$ cat src/design/bert_defs.vh
// register map, field positions, reset values and counts of the bit error rate tester
`ifndef BERT_DEFS_VH
`define BERT_DEFS_VH

`define BERT_ADDR_W         8
`define BERT_TOP_CTL_OFS    8'h00
`define BERT_CTL_OFS        8'h04
`define BERT_CFG_OFS        8'h08
`define BERT_SEED_OFS       8'h0c
`define BERT_LIVE_OFS       8'h10
`define BERT_LAT_OFS        8'h14
`define BERT_IEN_OFS        8'h18
`define BERT_GIC_OFS        8'h1c
`define BERT_BITCNT_OFS     8'h20
`define BERT_ERRCNT_OFS     8'h24

// tester_top_control
`define BERT_TOP_EN         0
// tester_control
`define BERT_CTL_TXLD       0
`define BERT_CTL_RXLD       1
`define BERT_CTL_PMU        2
`define BERT_CTL_SEI        3
`define BERT_CTL_SRC        4
`define BERT_CTL_INV        5
`define BERT_CTL_ARDIS      6
`define BERT_CTL_RATE_LO    8
`define BERT_CTL_RATE_HI    10
// pattern configuration
`define BERT_CFG_LEN_LO     0
`define BERT_CFG_LEN_HI     4
`define BERT_CFG_TAP_LO     8
`define BERT_CFG_TAP_HI     12
`define BERT_CFG_REP        16
`define BERT_CFG_QRSS       17
// event bit positions, shared by live, latched and enable registers
`define BERT_EV_PMU         0
`define BERT_EV_BE          1
`define BERT_EV_BEC         2
`define BERT_EV_OOS         3
// global_irq_control
`define BERT_GIC_CWE        0

`define BERT_CFG_RST        32'h0000_0000
`define BERT_SEED_RST       32'h0000_0000
`define BERT_EV_RST         4'h0

`define BERT_LOAD_BITS      6'd32
`define BERT_VERIFY_LAST    6'd31
`define BERT_WIN_LAST       6'd63
`define BERT_RESYNC_ERRS    4'd6
`define BERT_ERR_MAX        4'd15

`endif

$ cat src/design/bert_erate.v
// decade error rate generator: one pulse every 10^n advanced bits
`timescale 1ns/100ps
module bert_erate (
   input  wire       clk_i,
   input  wire       rst_i,
   input  wire       clr_i,
   input  wire       adv_i,
   input  wire [2:0] rate_i,
   output wire       err_o
);
   reg [23:0] cnt;
   reg [23:0] last;

   always @* begin
      case (rate_i)
         3'd1:    last = 24'd9;
         3'd2:    last = 24'd99;
         3'd3:    last = 24'd999;
         3'd4:    last = 24'd9999;
         3'd5:    last = 24'd99999;
         3'd6:    last = 24'd999999;
         3'd7:    last = 24'd9999999;
         default: last = 24'd0;
      endcase
   end

   // rate zero switches insertion off
   assign err_o = adv_i && (rate_i != 3'd0) && (cnt == last);

   always @(posedge clk_i) begin
      if (rst_i || clr_i || (rate_i == 3'd0))
         cnt <= 24'd0;
      else if (adv_i)
         cnt <= (cnt >= last) ? 24'd0 : cnt + 24'd1;
   end
endmodule // bert_erate

$ cat src/design/bert_pgen.v
// 32-bit pattern generator shared by the transmit and receive paths
`timescale 1ns/100ps
module bert_pgen (
   input  wire        clk_i,
   input  wire        rst_i,
   input  wire        load_i,
   input  wire [31:0] seed_i,
   input  wire        adv_i,
   input  wire        ext_sel_i,
   input  wire        ext_i,
   input  wire [4:0]  len_i,
   input  wire [4:0]  tap_i,
   input  wire        rep_i,
   input  wire        qrss_i,
   output wire        out_o,
   output wire [31:0] state_o
);
   reg  [31:0] sr;
   reg         fb;
   // len_i holds n-1, so this leaves n ones in the low bits
   wire [31:0] mask = 32'hffff_ffff >> (5'd31 - len_i);

   always @* begin
      if (qrss_i)
         fb = sr[16] ^ sr[19];
      else if (rep_i)
         fb = sr[len_i];
      else
         fb = sr[len_i] ^ sr[tap_i];
      // an all-zero register would never leave zero
      if (!rep_i && (sr[30:0] == 31'h0000_0000))
         fb = 1'b1;
   end

   // qrss limits runs of zeros to fourteen
   assign out_o   = fb | (qrss_i & (sr[13:0] == 14'h0000));
   assign state_o = sr;

   always @(posedge clk_i) begin
      if (rst_i)
         sr <= 32'h0000_0000;
      else if (load_i)
         sr <= seed_i & mask;
      else if (adv_i)
         sr <= {sr[30:0], ext_sel_i ? ext_i : fb};
   end
endmodule // bert_pgen

$ cat src/design/bert_top.v
// bit error rate tester: pattern generation, receive sync, counters, apb registers
//
// The register offsets and the APB interface to the registers were decided locally.
`timescale 1ns/100ps
`include "bert_defs.vh"
module bert_top (
   input  wire        clk_i,
   input  wire        rst_i,
   input  wire        psel_i,
   input  wire        penable_i,
   input  wire        pwrite_i,
   input  wire [7:0]  paddr_i,
   input  wire [31:0] pwdata_i,
   output reg  [31:0] prdata_o,
   output reg         pready_o,
   output reg         pslverr_o,
   input  wire        tx_bit_req_i,
   output reg         tx_data_o,
   output reg         tx_valid_o,
   input  wire        rx_data_i,
   input  wire        rx_valid_i,
   input  wire        manual_error_insert_in_i,
   output reg         out_of_sync_o,
   output reg         irq_n_o
);
   localparam ST_SRCH   = 2'd0;
   localparam ST_VERIFY = 2'd1;
   localparam ST_SYNC   = 2'd2;

   // registers
   reg         tester_enable;
   reg         tx_pattern_load;
   reg         rx_pattern_load;
   reg         perf_update_trigger;
   reg         err_src_pin;
   reg         tx_invert;
   reg         auto_resync_dis;
   reg  [2:0]  err_rate;
   reg  [31:0] pattern_cfg;
   reg  [31:0] seed;
   reg  [3:0]  tester_latched_events;
   reg  [3:0]  tester_event_enables;
   reg         clear_by_write_select;
   reg         perf_update_status;
   reg  [31:0] bit_count_rd;
   reg  [23:0] error_count_rd;

   // engine state
   reg  [1:0]  st;
   reg  [5:0]  cnt;
   reg  [5:0]  vcnt;
   reg  [5:0]  win;
   reg  [3:0]  errs;
   reg  [31:0] bit_cnt;
   reg  [23:0] err_cnt;
   reg         single_pend;
   reg         pin_q;
   reg         oos_q;
   reg         nz_q;
   reg  [31:0] rdata;
   reg         rd_ok;
   reg  [3:0]  next_lat;
   reg  [3:0]  lat_clr;
   reg  [1:0]  next_st;

   wire [4:0]  plen = pattern_cfg[`BERT_CFG_LEN_HI:`BERT_CFG_LEN_LO];
   wire [4:0]  ptap = pattern_cfg[`BERT_CFG_TAP_HI:`BERT_CFG_TAP_LO];
   wire        prep = pattern_cfg[`BERT_CFG_REP];
   wire        pqrss = pattern_cfg[`BERT_CFG_QRSS];
   wire [31:0] pmask = 32'hffff_ffff >> (5'd31 - plen);

   // apb: zero wait is not offered; pready rises one cycle into access
   wire acc  = psel_i & penable_i & pready_o;
   wire wr   = acc & pwrite_i;
   wire rd   = acc & ~pwrite_i;
   wire wr_ctl = wr && (paddr_i == `BERT_CTL_OFS);

   // rising-edge writes of the load and update bits
   wire tx_load_go = wr_ctl & pwdata_i[`BERT_CTL_TXLD] & ~tx_pattern_load;
   wire rx_load_go = wr_ctl & pwdata_i[`BERT_CTL_RXLD] & ~rx_pattern_load;
   wire pmu_go     = wr_ctl & pwdata_i[`BERT_CTL_PMU] & ~perf_update_trigger;

   // transmit side
   wire tx_adv = tester_enable & tx_bit_req_i;
   wire tx_pat;
   wire rate_err;
   wire reg_sei = wr_ctl & pwdata_i[`BERT_CTL_SEI];
   wire pin_sei = manual_error_insert_in_i & ~pin_q;
   wire sei_go  = err_src_pin ? pin_sei : reg_sei;
   wire ins_err = rate_err | single_pend;

   bert_pgen u_tx_gen (
      .clk_i     (clk_i),
      .rst_i     (rst_i),
      .load_i    (tx_load_go),
      .seed_i    (seed),
      .adv_i     (tx_adv),
      .ext_sel_i (1'b0),
      .ext_i     (1'b0),
      .len_i     (plen),
      .tap_i     (ptap),
      .rep_i     (prep),
      .qrss_i    (pqrss),
      .out_o     (tx_pat),
      .state_o   ()
   );

   bert_erate u_rate (
      .clk_i  (clk_i),
      .rst_i  (rst_i),
      .clr_i  (tx_load_go),
      .adv_i  (tx_adv),
      .rate_i (err_rate),
      .err_o  (rate_err)
   );

   // receive side
   wire        rx_bit = tester_enable & rx_valid_i;
   wire        rx_pat;
   wire [31:0] rx_state;
   wire        rep_match = (rx_state & pmask) == (seed & pmask);
   wire        srch_done = prep ? ((cnt > {1'b0, plen}) && rep_match)
                                : (cnt == `BERT_LOAD_BITS);
   wire        checking  = (st != ST_SRCH) | srch_done;
   wire        miss      = rx_bit & checking & (rx_pat != rx_data_i);
   wire        in_sync   = (st == ST_SYNC);
   wire [3:0]  errs_sum  = ((win == 6'd0) ? 4'd0 : errs) + {3'd0, miss};
   wire        count_en  = rx_bit & in_sync;

   bert_pgen u_rx_gen (
      .clk_i     (clk_i),
      .rst_i     (rst_i),
      .load_i    (1'b0),
      .seed_i    (32'h0000_0000),
      .adv_i     (rx_bit),
      .ext_sel_i (~checking),
      .ext_i     (rx_data_i),
      .len_i     (plen),
      .tap_i     (ptap),
      .rep_i     (prep),
      .qrss_i    (pqrss),
      .out_o     (rx_pat),
      .state_o   (rx_state)
   );

   // sync state machine
   always @* begin
      next_st = st;
      case (st)
         ST_SRCH: begin
            if (rx_bit && srch_done)
               next_st = miss ? ST_SRCH : ST_VERIFY;
         end
         ST_VERIFY: begin
            if (miss)
               next_st = ST_SRCH;
            else if (rx_bit && (vcnt == `BERT_VERIFY_LAST))
               next_st = ST_SYNC;
         end
         ST_SYNC: begin
            if (rx_bit && (errs_sum >= `BERT_RESYNC_ERRS) && !auto_resync_dis)
               next_st = ST_SRCH;
         end
         default: next_st = ST_SRCH;
      endcase
      if (!tester_enable || rx_load_go)
         next_st = ST_SRCH;
   end

   always @(posedge clk_i) begin
      if (rst_i) begin
         st   <= ST_SRCH;
         cnt  <= 6'd0;
         vcnt <= 6'd0;
         win  <= 6'd0;
         errs <= 4'd0;
      end else begin
         st <= next_st;
         if (next_st == ST_SRCH) begin
            vcnt <= 6'd0;
            if (st != ST_SRCH || rx_load_go || miss)
               cnt <= 6'd0;
            else if (rx_bit && !srch_done && cnt != 6'h3f)
               cnt <= cnt + 6'd1;
         end else if (next_st == ST_VERIFY) begin
            if (rx_bit)
               vcnt <= vcnt + 6'd1;
            win  <= 6'd0;
            errs <= 4'd0;
         end else if (rx_bit && in_sync) begin
            // the window restarts every 64 bits
            win  <= (win == `BERT_WIN_LAST) ? 6'd0 : win + 6'd1;
            errs <= (errs_sum > `BERT_ERR_MAX - 4'd1) ? `BERT_ERR_MAX : errs_sum;
         end
      end
   end

   // event detection and latched status
   wire oos_now = (st != ST_SYNC);
   wire nz_now  = (err_cnt != 24'd0);
   wire [3:0] ev;
   assign ev[`BERT_EV_PMU] = pmu_go;
   assign ev[`BERT_EV_BE]  = count_en & miss;
   assign ev[`BERT_EV_BEC] = nz_now & ~nz_q;
   assign ev[`BERT_EV_OOS] = oos_now ^ oos_q;

   always @* begin
      lat_clr = 4'h0;
      if (rd && (paddr_i == `BERT_LAT_OFS) && !clear_by_write_select)
         lat_clr = 4'hf;
      else if (wr && (paddr_i == `BERT_LAT_OFS) && clear_by_write_select)
         lat_clr = pwdata_i[3:0];
      // a new event in the clearing cycle survives
      next_lat = (tester_latched_events & ~lat_clr) | ev;
   end

   // counters, snapshots, transmit output
   always @(posedge clk_i) begin
      if (rst_i) begin
         bit_cnt        <= 32'd0;
         err_cnt        <= 24'd0;
         bit_count_rd   <= 32'd0;
         error_count_rd <= 24'd0;
         tester_latched_events <= `BERT_EV_RST;
         oos_q          <= 1'b1;
         nz_q           <= 1'b0;
         pin_q          <= 1'b0;
         single_pend    <= 1'b0;
         tx_data_o      <= 1'b0;
         tx_valid_o     <= 1'b0;
         out_of_sync_o  <= 1'b1;
         irq_n_o        <= 1'b1;
      end else begin
         if (pmu_go) begin
            bit_count_rd   <= bit_cnt;
            error_count_rd <= err_cnt;
            bit_cnt <= {31'd0, count_en};
            err_cnt <= {23'd0, count_en & miss};
         end else if (count_en) begin
            bit_cnt <= bit_cnt + 32'd1;
            if (miss)
               err_cnt <= err_cnt + 24'd1;
         end
         tester_latched_events <= next_lat;
         oos_q         <= oos_now;
         nz_q          <= nz_now;
         pin_q         <= manual_error_insert_in_i;
         // one pending single error, spent on the next outgoing bit
         single_pend   <= sei_go | (single_pend & ~tx_adv);
         tx_valid_o    <= tx_adv;
         if (tx_adv)
            tx_data_o  <= tx_pat ^ tx_invert ^ ins_err;
         out_of_sync_o <= oos_now;
         irq_n_o       <= ~|(next_lat & tester_event_enables);
      end
   end

   // register writes
   always @(posedge clk_i) begin
      if (rst_i) begin
         tester_enable         <= 1'b0;
         tx_pattern_load       <= 1'b0;
         rx_pattern_load       <= 1'b0;
         perf_update_trigger   <= 1'b0;
         err_src_pin           <= 1'b0;
         tx_invert             <= 1'b0;
         auto_resync_dis       <= 1'b0;
         err_rate              <= 3'd0;
         pattern_cfg           <= `BERT_CFG_RST;
         seed                  <= `BERT_SEED_RST;
         tester_event_enables  <= `BERT_EV_RST;
         clear_by_write_select <= 1'b0;
         perf_update_status    <= 1'b0;
      end else begin
         if (wr && paddr_i == `BERT_TOP_CTL_OFS)
            tester_enable <= pwdata_i[`BERT_TOP_EN];
         if (wr_ctl) begin
            tx_pattern_load     <= pwdata_i[`BERT_CTL_TXLD];
            rx_pattern_load     <= pwdata_i[`BERT_CTL_RXLD];
            perf_update_trigger <= pwdata_i[`BERT_CTL_PMU];
            err_src_pin         <= pwdata_i[`BERT_CTL_SRC];
            tx_invert           <= pwdata_i[`BERT_CTL_INV];
            auto_resync_dis     <= pwdata_i[`BERT_CTL_ARDIS];
            err_rate            <= pwdata_i[`BERT_CTL_RATE_HI:`BERT_CTL_RATE_LO];
         end
         if (wr && paddr_i == `BERT_CFG_OFS)
            pattern_cfg <= pwdata_i & 32'h0003_1f1f;
         if (wr && paddr_i == `BERT_SEED_OFS)
            seed <= pwdata_i;
         if (wr && paddr_i == `BERT_IEN_OFS)
            tester_event_enables <= pwdata_i[3:0];
         if (wr && paddr_i == `BERT_GIC_OFS)
            clear_by_write_select <= pwdata_i[`BERT_GIC_CWE];
         // update flag holds until the bit count snapshot is read; a new update wins
         if (pmu_go)
            perf_update_status <= 1'b1;
         else if (rd && paddr_i == `BERT_BITCNT_OFS)
            perf_update_status <= 1'b0;
      end
   end

   // read mux
   always @* begin
      rdata = 32'h0000_0000;
      rd_ok = 1'b1;
      case (paddr_i)
         `BERT_TOP_CTL_OFS: rdata = {31'd0, tester_enable};
         `BERT_CTL_OFS:     rdata = {21'd0, err_rate, 1'b0, auto_resync_dis,
                                     tx_invert, err_src_pin, 1'b0,
                                     perf_update_trigger, rx_pattern_load,
                                     tx_pattern_load};
         `BERT_CFG_OFS:     rdata = pattern_cfg;
         `BERT_SEED_OFS:    rdata = seed;
         `BERT_LIVE_OFS:    rdata = {28'd0, oos_now, nz_now, 1'b0,
                                     perf_update_status};
         `BERT_LAT_OFS:     rdata = {28'd0, tester_latched_events};
         `BERT_IEN_OFS:     rdata = {28'd0, tester_event_enables};
         `BERT_GIC_OFS:     rdata = {31'd0, clear_by_write_select};
         `BERT_BITCNT_OFS:  rdata = bit_count_rd;
         `BERT_ERRCNT_OFS:  rdata = {8'd0, error_count_rd};
         default:           rd_ok = 1'b0;
      endcase
   end

   always @(posedge clk_i) begin
      if (rst_i) begin
         pready_o  <= 1'b0;
         prdata_o  <= 32'h0000_0000;
         pslverr_o <= 1'b0;
      end else begin
         pready_o <= psel_i & penable_i & ~pready_o;
         if (psel_i && penable_i && !pready_o) begin
            prdata_o  <= pwrite_i ? 32'h0000_0000 : rdata;
            pslverr_o <= ~rd_ok;
         end else begin
            prdata_o  <= 32'h0000_0000;
            pslverr_o <= 1'b0;
         end
      end
   end
endmodule // bert_top

$ cat config.mk
export PLATFORM = sky130hd
export DESIGN_NAME = bert_top
export DESIGN_NICKNAME = d
export VERILOG_FILES = /design/src/design/bert_erate.v /design/src/design/bert_pgen.v /design/src/design/bert_top.v
export VERILOG_INCLUDE_DIRS = /design/src /design/src/design
export SDC_FILE = /design/constraint.sdc
export NUM_CORES = 1
export LEC_CHECK = 0
export CAP_MARGIN = 20
export CORE_MARGIN = 3
export CORE_UTILIZATION = 40
export CTS_BUF_LIST = sky130_fd_sc_hd__clkbuf_2 sky130_fd_sc_hd__clkbuf_4 sky130_fd_sc_hd__clkbuf_8
export DETAILED_ROUTE_END_ITERATION = 8
export DONT_BUFFER_PORTS = 1
export GPL_TIMING_DRIVEN = 1
export MAX_ROUTING_LAYER = met4
export PLACE_DENSITY_LB_ADDON = 0.12
export SLEW_MARGIN = 20
export SYNTH_ARGS = -nofsm -noshare
export SYNTH_HDL_FRONTEND = slang
export SYNTH_SLANG_ARGS = --single-unit
$ cat constraint.sdc
create_clock -name clk_i -period 4.48 [get_ports clk_i]
set_input_delay 0.224 -clock clk_i [delete_from_list [all_inputs] [get_ports clk_i]]
set_output_delay 0.224 -clock clk_i [all_outputs]
set_load 0.1 [all_outputs]
[Word level (Yosys, flattened, before mapping)]
Cells that the tools add are included.
Storage, ports and cells
  output and inout port bits: 38
  flip-flop bits (word level): 329
  input port bits: 49
  logic and storage cells: 246
Operators by class
  equality and inequality tests: 27
  reductions and logical operators: 66
  multiplexer cells: 48
  shifts and indexed selects: 1
  $add $sub $neg: 8
  order comparisons: 6
  bitwise operators: 52
Operators by type and width (count)
  $pmux W32 S10: 1
  $pmux W24 S7: 1
  $and A32 B32 Y32: 2
  $mux W32: 2
  $logic_not A31 Y1: 2
  $add A24 B1 Y24 const B: 2
  $add A32 B1 Y32 const B: 1
  $eq A32 B32 Y1: 1
  $eq A8 B5 Y1 const B: 4
  $shr A32 B5 Y32 const A: 1
  $mux W6: 5
  $logic_not A14 Y1: 2
  $logic_and A1 B1 Y1: 25
  $eq A24 B24 Y1: 1
  $ge A24 B24 Y1: 1
  $mux W24: 1
  $mux W4: 6
  $reduce_bool A24 Y1: 1
  $and A1 B1 Y1: 23
  $mux W1: 22
  $bmux W1 S5: 4
  $add A6 B1 Y6 const B: 3
  $eq A8 B4 Y1 const B: 2
  $eq A8 B6 Y1 const B: 2
  other kinds (38): 93

[Longest topological paths before layout]
  depth after elaboration: 19
  gate-level depth with buffers: 22

[By module]
From an unflattened synthesis, not the netlist that was laid out.
Second synthesis, totals
  cells, all modules: 2100
  area total of the unflattened synthesis: 17191.5 um^2
Modules (own cells, without submodules)
  bert_top: sequential area each 4824.6 um^2, instances 1, cells an instance 1314, area each 10562.6 um^2
  bert_pgen: sequential area each 640.6 um^2, instances 2, cells an instance 294, area each 2432.3 um^2
  bert_erate: sequential area each 480.5 um^2, instances 1, cells an instance 198, area each 1764.2 um^2

[Worst setup path after synthesis]
Ideal clock, no wire load.
  path kind: register to register
  start point: register pattern_cfg[8]
  end point: register cnt[2]
  stages on the path, launching flop included: 20
  arrival time: 4.561 ns
  library setup time: 0.070 ns
  setup slack: -0.151 ns
  period minus slack after synthesis: 4.631 ns
  path buffers: 3
  cells stage by stage: dfxtp_1 -> buf_6 -> mux4_2 -> mux2_2 -> o311a_1 -> mux2_1 -> or3_1 -> buf_2 -> and3_1 -> ha_1 -> ha_1 -> xor2_1 -> a22oi_1 -> o31ai_1 -> and3_1 -> a211o_1 -> nand2_2 -> buf_6 -> or4_1 -> a21oi_1
On the way
  word-level cells in the longest chain between the ends: 18
RTL lines
  start, declared: line bert_top.v:39  | reg [31:0] pattern_cfg;
  start signal, assigned: line bert_top.v:269  | pattern_cfg <= `BERT_CFG_RST;
  start signal, assigned: line bert_top.v:287  | pattern_cfg <= pwdata_i & 32'h0003_1f1f;
  $bmux W1 S5 (*): line bert_pgen.v:29  | fb = sr[len_i] ^ sr[tap_i];
  $mux W1 (not written as such) (*): line bert_pgen.v:29
  $xor A1 B1 Y1 (*): line bert_pgen.v:29
  $mux W1 (*): line bert_pgen.v:26  | else if (rep_i)
  $mux W1 (*): line bert_pgen.v:24  | if (qrss_i)
  $mux W1 (*): line bert_pgen.v:31  | if (!rep_i && (sr[30:0] == 31'h0000_0000))
  $or A1 B1 Y1 (*): line bert_pgen.v:36  | assign out_o = fb | (qrss_i & (sr[13:0] == 14'h0000));
  $ne A1 B1 Y1 (*): line bert_top.v:125  | wire miss = rx_bit & checking & (rx_pat != rx_data_i);
  $and A1 B1 Y1 (*): line bert_top.v:125
  $add A4 B1 Y4: line bert_top.v:127  | wire [3:0] errs_sum = ((win == 6'd0) ? 4'd0 : errs) + {3'd0, miss};
  $ge A4 B3 Y1 (no line)
  $logic_and A1 B1 Y1 (2 in a row): line bert_top.v:161  | if (rx_bit && (errs_sum >= `BERT_RESYNC_ERRS) && !auto_resync_dis)
  $mux W2: line bert_top.v:161
  $pmux W2 S3: line bert_top.v:149  | case (st)
  $mux W2: line bert_top.v:166  | if (!tester_enable || rx_load_go)
  $logic_not A2 Y1: line bert_top.v:179  | if (next_st == ST_SRCH) begin
  $reduce_and A2 Y1 (no line)
  end signal, assigned: line bert_top.v:184  | cnt <= cnt + 6'd1;
  end, declared: line bert_top.v:50  | reg [5:0] cnt;
Every way passes the cells marked *; elsewhere a longest branch is shown, timed or not. The select of a mux whose other input is x is not followed.
A chain may end at the register's enable or synchronous reset.

[Worst setup path after layout]
  start point: register pattern_cfg[0]
  end point: register cnt[1]
On the way
  word-level cells in the longest chain between the ends: 18
RTL lines (line)
  $sub A5 B5 Y5 / $bmux W1 S5 (equally long branches)
  $shr A32 B5 Y32 / $mux W1 (equally long branches): bert_top.v:70, bert_pgen.v:27, bert_pgen.v:29
  $and A32 B32 Y32 / $xor A1 B1 Y1 (equally long branches): bert_top.v:121, bert_pgen.v:29
  $eq A32 B32 Y1 / $mux W1 (equally long branches): bert_top.v:121, bert_pgen.v:26
  $logic_and A1 B1 Y1 / $mux W1 (equally long branches): bert_top.v:122, bert_pgen.v:24
  $mux W1 (on tied branches): bert_top.v:122, bert_pgen.v:31
  $or A1 B1 Y1 (on tied branches): bert_top.v:124, bert_pgen.v:36
  $and A1 B1 Y1 / $ne A1 B1 Y1 (equally long branches): bert_top.v:125
  $and A1 B1 Y1: bert_top.v:125
  $add A4 B1 Y4: bert_top.v:127
  $ge A4 B3 Y1 (no line)
  $logic_and A1 B1 Y1 (2 in a row): bert_top.v:161
  $mux W2: bert_top.v:161
  $pmux W2 S3: bert_top.v:149
  $mux W2: bert_top.v:166
  $logic_not A2 Y1: bert_top.v:179
  $reduce_and A2 Y1 (no line)
Several ways; a longest one is shown, not always the timed one. The select of a mux whose other input is x is not followed.

==> impl_metrics.yaml <==
synth:
  synthesis.area_sq_mm: 0.0165
  ys.warnings.count: 0
  postSynth.topFlopCell: "sky130_fd_sc_hd__dfxtp_1"
  synth_area_leaders: "sky130_fd_sc_hd__dfxtp_1 40%, sky130_fd_sc_hd__nand2_1 9.7%, sky130_fd_sc_hd__a21oi_1 6.6%"
  most_used_standard_cell_by_instance_count_after_synthesis: "sky130_fd_sc_hd__nand2_1"
  ys_top_cells_by_count: "429 x sky130_fd_sc_hd__nand2_1, 329 x sky130_fd_sc_hd__dfxtp_1, 217 x sky130_fd_sc_hd__a21oi_1, 158 x sky130_fd_sc_hd__nor2_1, 114 x sky130_fd_sc_hd__clkbuf_1"
  synth_sequential_area_ratio_pct: 39.8
  synth-edff-count: 0
  synthDistinctLibCells: 81
  netlist.area_leader.share_pct: 39.8
  postSynthAreaPerCell_sq_um: 8.14
  synth_top_area_cell: "sky130_fd_sc_hd__dfxtp_1"
  async_reset_ff_share_pct: 0
  postSynthCellCount: 2034
  postSynthRegisterBits: 329
  mappedNetlistNets: 2120
power:
  vdd.ir_drop.worst_mv: 0.246
  report.power.total_mw: 6.25
  pwr-share-comb_pct: 0.7
  share_clk_of_total_power_pct: 52.5
  netSwitchingFraction_pct: 22.7
  power.switching_mw: 1.42
  cellPowerDensity_mw_per_mm2: 281
  power.static_leakage_nw: 8.44
  share_seq_of_total_power_pct: 46.9
  cell_internal_pwr_mw: 4.83
timing:
  slew-limit-headroom_pct: 31.2
  final_min_period_over_clock_period_pct: 106
  timing.hold.ws_ns: -0.208
  timing.clock.skew_ns: 0.0307
  setup_ws_final_ns: -0.250
  final_max_slew_viol_count: 0
  report.final.hold_viol_count: 12
  rsz0062_at_grt: "true"
  slew_at_the_pin_closest_to_its_max_slew_limit_ns: 1.03
  setup-tns-final_ns: -1.97
  maxClockFrequency_mhz: 211
  final.min_clock_period_ns: 4.73
  timing.final.setup_violations: 21
cts:
  number_of_clock_buffers_inserted_by_tritoncts: 60
  cts_tree: "yes"
  clkLatencyLatePin_ns: 0.69
  clock_path_buffers: 3
  cts.clk_slew.worst_paths_ns: 0.06
  clock_sink_count: 329
  cts_root_buf: "sky130_fd_sc_hd__clkbuf_8"
  holdBufCountCts: 204
  ctsHtreeMaxLevel: 2
layout:
  post_route_utilization_pct: 55.2
  nets: 2466
  final_layout_size_suffix_gt1_share_pct: 18.5
  layoutNonFillerInstCount: 2958
  nFillCells: 3771
  area.growth.synth_to_final_pct: 34.4
  ff_latch_area_sq_mm: 0.00660
  final_area_sq_mm: 0.0222
  area_of_combinational_cells_with_multiple_inputs_sq_mm: 0.00964
placement:
  postPlaceCellArea_sq_mm: 0.0181
  placement.setup.worst_slack_ns: -0.660
  dp.final_hpwl_um: 41900
  dpl.cell_count: 2602
  place.port_buffers: 0
  globalplace.congestion: 1.01
worst_setup_path:
  endpoint: "cnt[1]$_SDFFE_PP0P_"
  crit_cells: 22
  setup.worst_path.end_class: "flop"
  crit_path_frequent_cell: "sky130_fd_sc_hd__buf_4"
  worst-endpoint-arrival_ns: 5.32
  rr_endpoint: "cnt[1]$_SDFFE_PP0P_"
  critical-path-slowest-cell: "sky130_fd_sc_hd__or4bb_1"
  cp-start-kind: "flop"
  rr_startpoint: "pattern_cfg[0]$_SDFFE_PP0P_"
  timing.setup.critical_path_class: "reg -> reg"
  reg2reg_setup_slack_ns: -0.25
  crit_fanout: 9
  crit_start: "pattern_cfg[0]$_SDFFE_PP0P_"
  cp_cell_sequence: "buf_12 -> buf_4 -> buf_4 -> o21a_1 -> o211ai_1 -> a2bb2oi_1 -> nand4_1 -> nor4_4 -> buf_4 -> a31oi_4 -> nand2_2 -> and3_4 -> ha_4 -> ha_4 -> xor2_2 -> a22oi_2 -> o31ai_4 -> o311a_1 -> a211o_1 -> nand2_4 -> or4bb_1 -> a21oi_2"
  path_buf_inv: 4
  ff2ff_path_depth: 22
  critical_path.max_stage_delay_ns: 0.54
  crit_required_ns: 5.07
  crit_family: "compound AO/OA/AOI/OAI gates"
job:
  maxCapViolations: 0
routing:
  routed-via-count: 16600
  post-route-drc-count: 0
  detailedRoute.firstIterationViolations: 1704
  drt-pass1-iter-count: 7
  final_antenna_net_count: 0
  drt-wirelength-per-cell_um: 20.6
  routed_via_density: 5.63
  drt_wl_total_um: 60800
grt:
  grt_pass1_wl_um: 94200
  grt_max_degree: 212
  globalRoute.totalOverflow: 0
  antenna_violations_before_repair: 2
  first_global_vias: 16200
  gr-usage-all-layers_pct: 27.8
floorplanning:
  ioPinCount: 87
  chip_width_um: 209
  die_ar_sq_mm: 0.0439
  dieHeight_um: 209
  core_area_sq_mm: 0.0403
  initial_cell_density_of_the_core_pct: 41.1
  placement_rows: 73
outcome:
  outcome: "finished with violations"
  failed_checks: "hold timing, setup timing"
hold_path:
  hold_path.startpoint: "rx_data_i"
  worstHoldPathType: "in -> reg"
[worst min-delay path by stage]
stage	to	slack (ns)	depth (start not counted)
floorplan	pready_o$_SDFF_PP0_	0.32	1
global placement	seed[9]$_SDFFE_PP0P_	0.31	1
detailed placement	pattern_cfg[8]$_SDFFE_PP0P_	0.31	1
CTS	errs[3]$_SDFFE_PP0P_	-0.40	1
global route	cnt[1]$_SDFFE_PP0P_	-0.24	1
finish	u_rx_gen.state_o[0]$_SDFFE_PP0P_	-0.21	2
[repair_timing]
action / 4_1_cts / 5_1_grt
resized for setup: 35 / 56
pin swaps: 31 / 30
setup buffers: 33 / 5
hold endpoints to repair: 226 / 24
setup endpoints to repair: 22 / 22
[layout make-up]
type                            count  share of cell area, %
Multi-Input combinational cell   1535                   43.3
Clock inverter                     19                  0.923
Timing Repair Buffer              423                   17.2
Tap cell                          525                   2.95
Antenna cell                        3                 0.0338
Sequential cell                   329                   29.7
Clock buffer                       93                   5.36
Inverter                           31                  0.540
[kinds of logic (layout without fill, tap and decap cells)]
| group | Yosys count | count (layout) | share of synthesized area [%] |
|---|---|---|---|
| mux | 73 | 73 | 7.07 |
| simple gates | 900 | 900 | 25.1 |
| buf+inv | 170 | 566 | 4.11 |
| fa+ha+maj | 38 | 38 | 2.86 |
| xor+xnor | 97 | 97 | 5.13 |
| compound gates | 427 | 427 | 16.0 |
| other cells | 0 | 3 | 0 |
| flops | 329 | 329 | 39.8 |
[registers in the layout (all words and copies together) (netlist names), 6 cells and up]
signal and count:
bit_cnt 32, bit_count_rd 32, prdata_o 32, seed 32, u_rx_gen.state_o 32, u_tx_gen.state_o 32
err_cnt 24, error_count_rd 24, u_rate.cnt 24, pattern_cfg 12, cnt 6, vcnt 6
win 6
[power by group through the flow]
stage | clock, mW | combinational, mW | sequential, mW
floorplan | 0 | 0.0454 | 3.00
global placement | 0 | 0.0315 | 2.99
detailed placement | 0 | 0.0315 | 2.99
CTS | 3.35 | 0.0408 | 2.93
global route | 3.47 | 0.0444 | 2.93
finish | 3.28 | 0.0416 | 2.93
[worst register-to-register path: cells and delay by family (launching register included)]
family	cells	cell delay (ns)
compound gates	9	1.67
xor+xnor	1	0.13
simple gates	6	1.56
fa+ha+maj	2	0.31
buf+inv	4	0.65
flops	1	0.35
[placed cells by master (no fill, tap or decap), types with 35 or more instances in the layout]
| master | Yosys | routed |
|---|---|---|
| sky130_fd_sc_hd__a21oi_1 | 217 | 209 |
| sky130_fd_sc_hd__buf_4 | 1 | 199 |
| sky130_fd_sc_hd__clkbuf_8 | 0 | 79 |
| sky130_fd_sc_hd__dfxtp_1 | 329 | 324 |
| sky130_fd_sc_hd__dlygate4sd3_1 | 0 | 204 |
| sky130_fd_sc_hd__ha_1 | 37 | 35 |
| sky130_fd_sc_hd__nand2_1 | 429 | 427 |
| sky130_fd_sc_hd__nand3_1 | 44 | 43 |
| sky130_fd_sc_hd__nor2_1 | 158 | 153 |
| sky130_fd_sc_hd__nor3_1 | 56 | 53 |
| sky130_fd_sc_hd__o21ai_0 | 45 | 38 |
| sky130_fd_sc_hd__xnor2_1 | 45 | 43 |
| sky130_fd_sc_hd__xor2_1 | 52 | 51 |
[per-layer routing]
layer	up-vias	track usage (%)	wire length, um
met5	-	-	0
met4	0	10.1	2230
met3	131	3.93	3860
met2	573	42.1	27400
met1	8016	38.0	27400
li1	7920	-	-
Note: power is estimated with default switching activity, not from simulation.
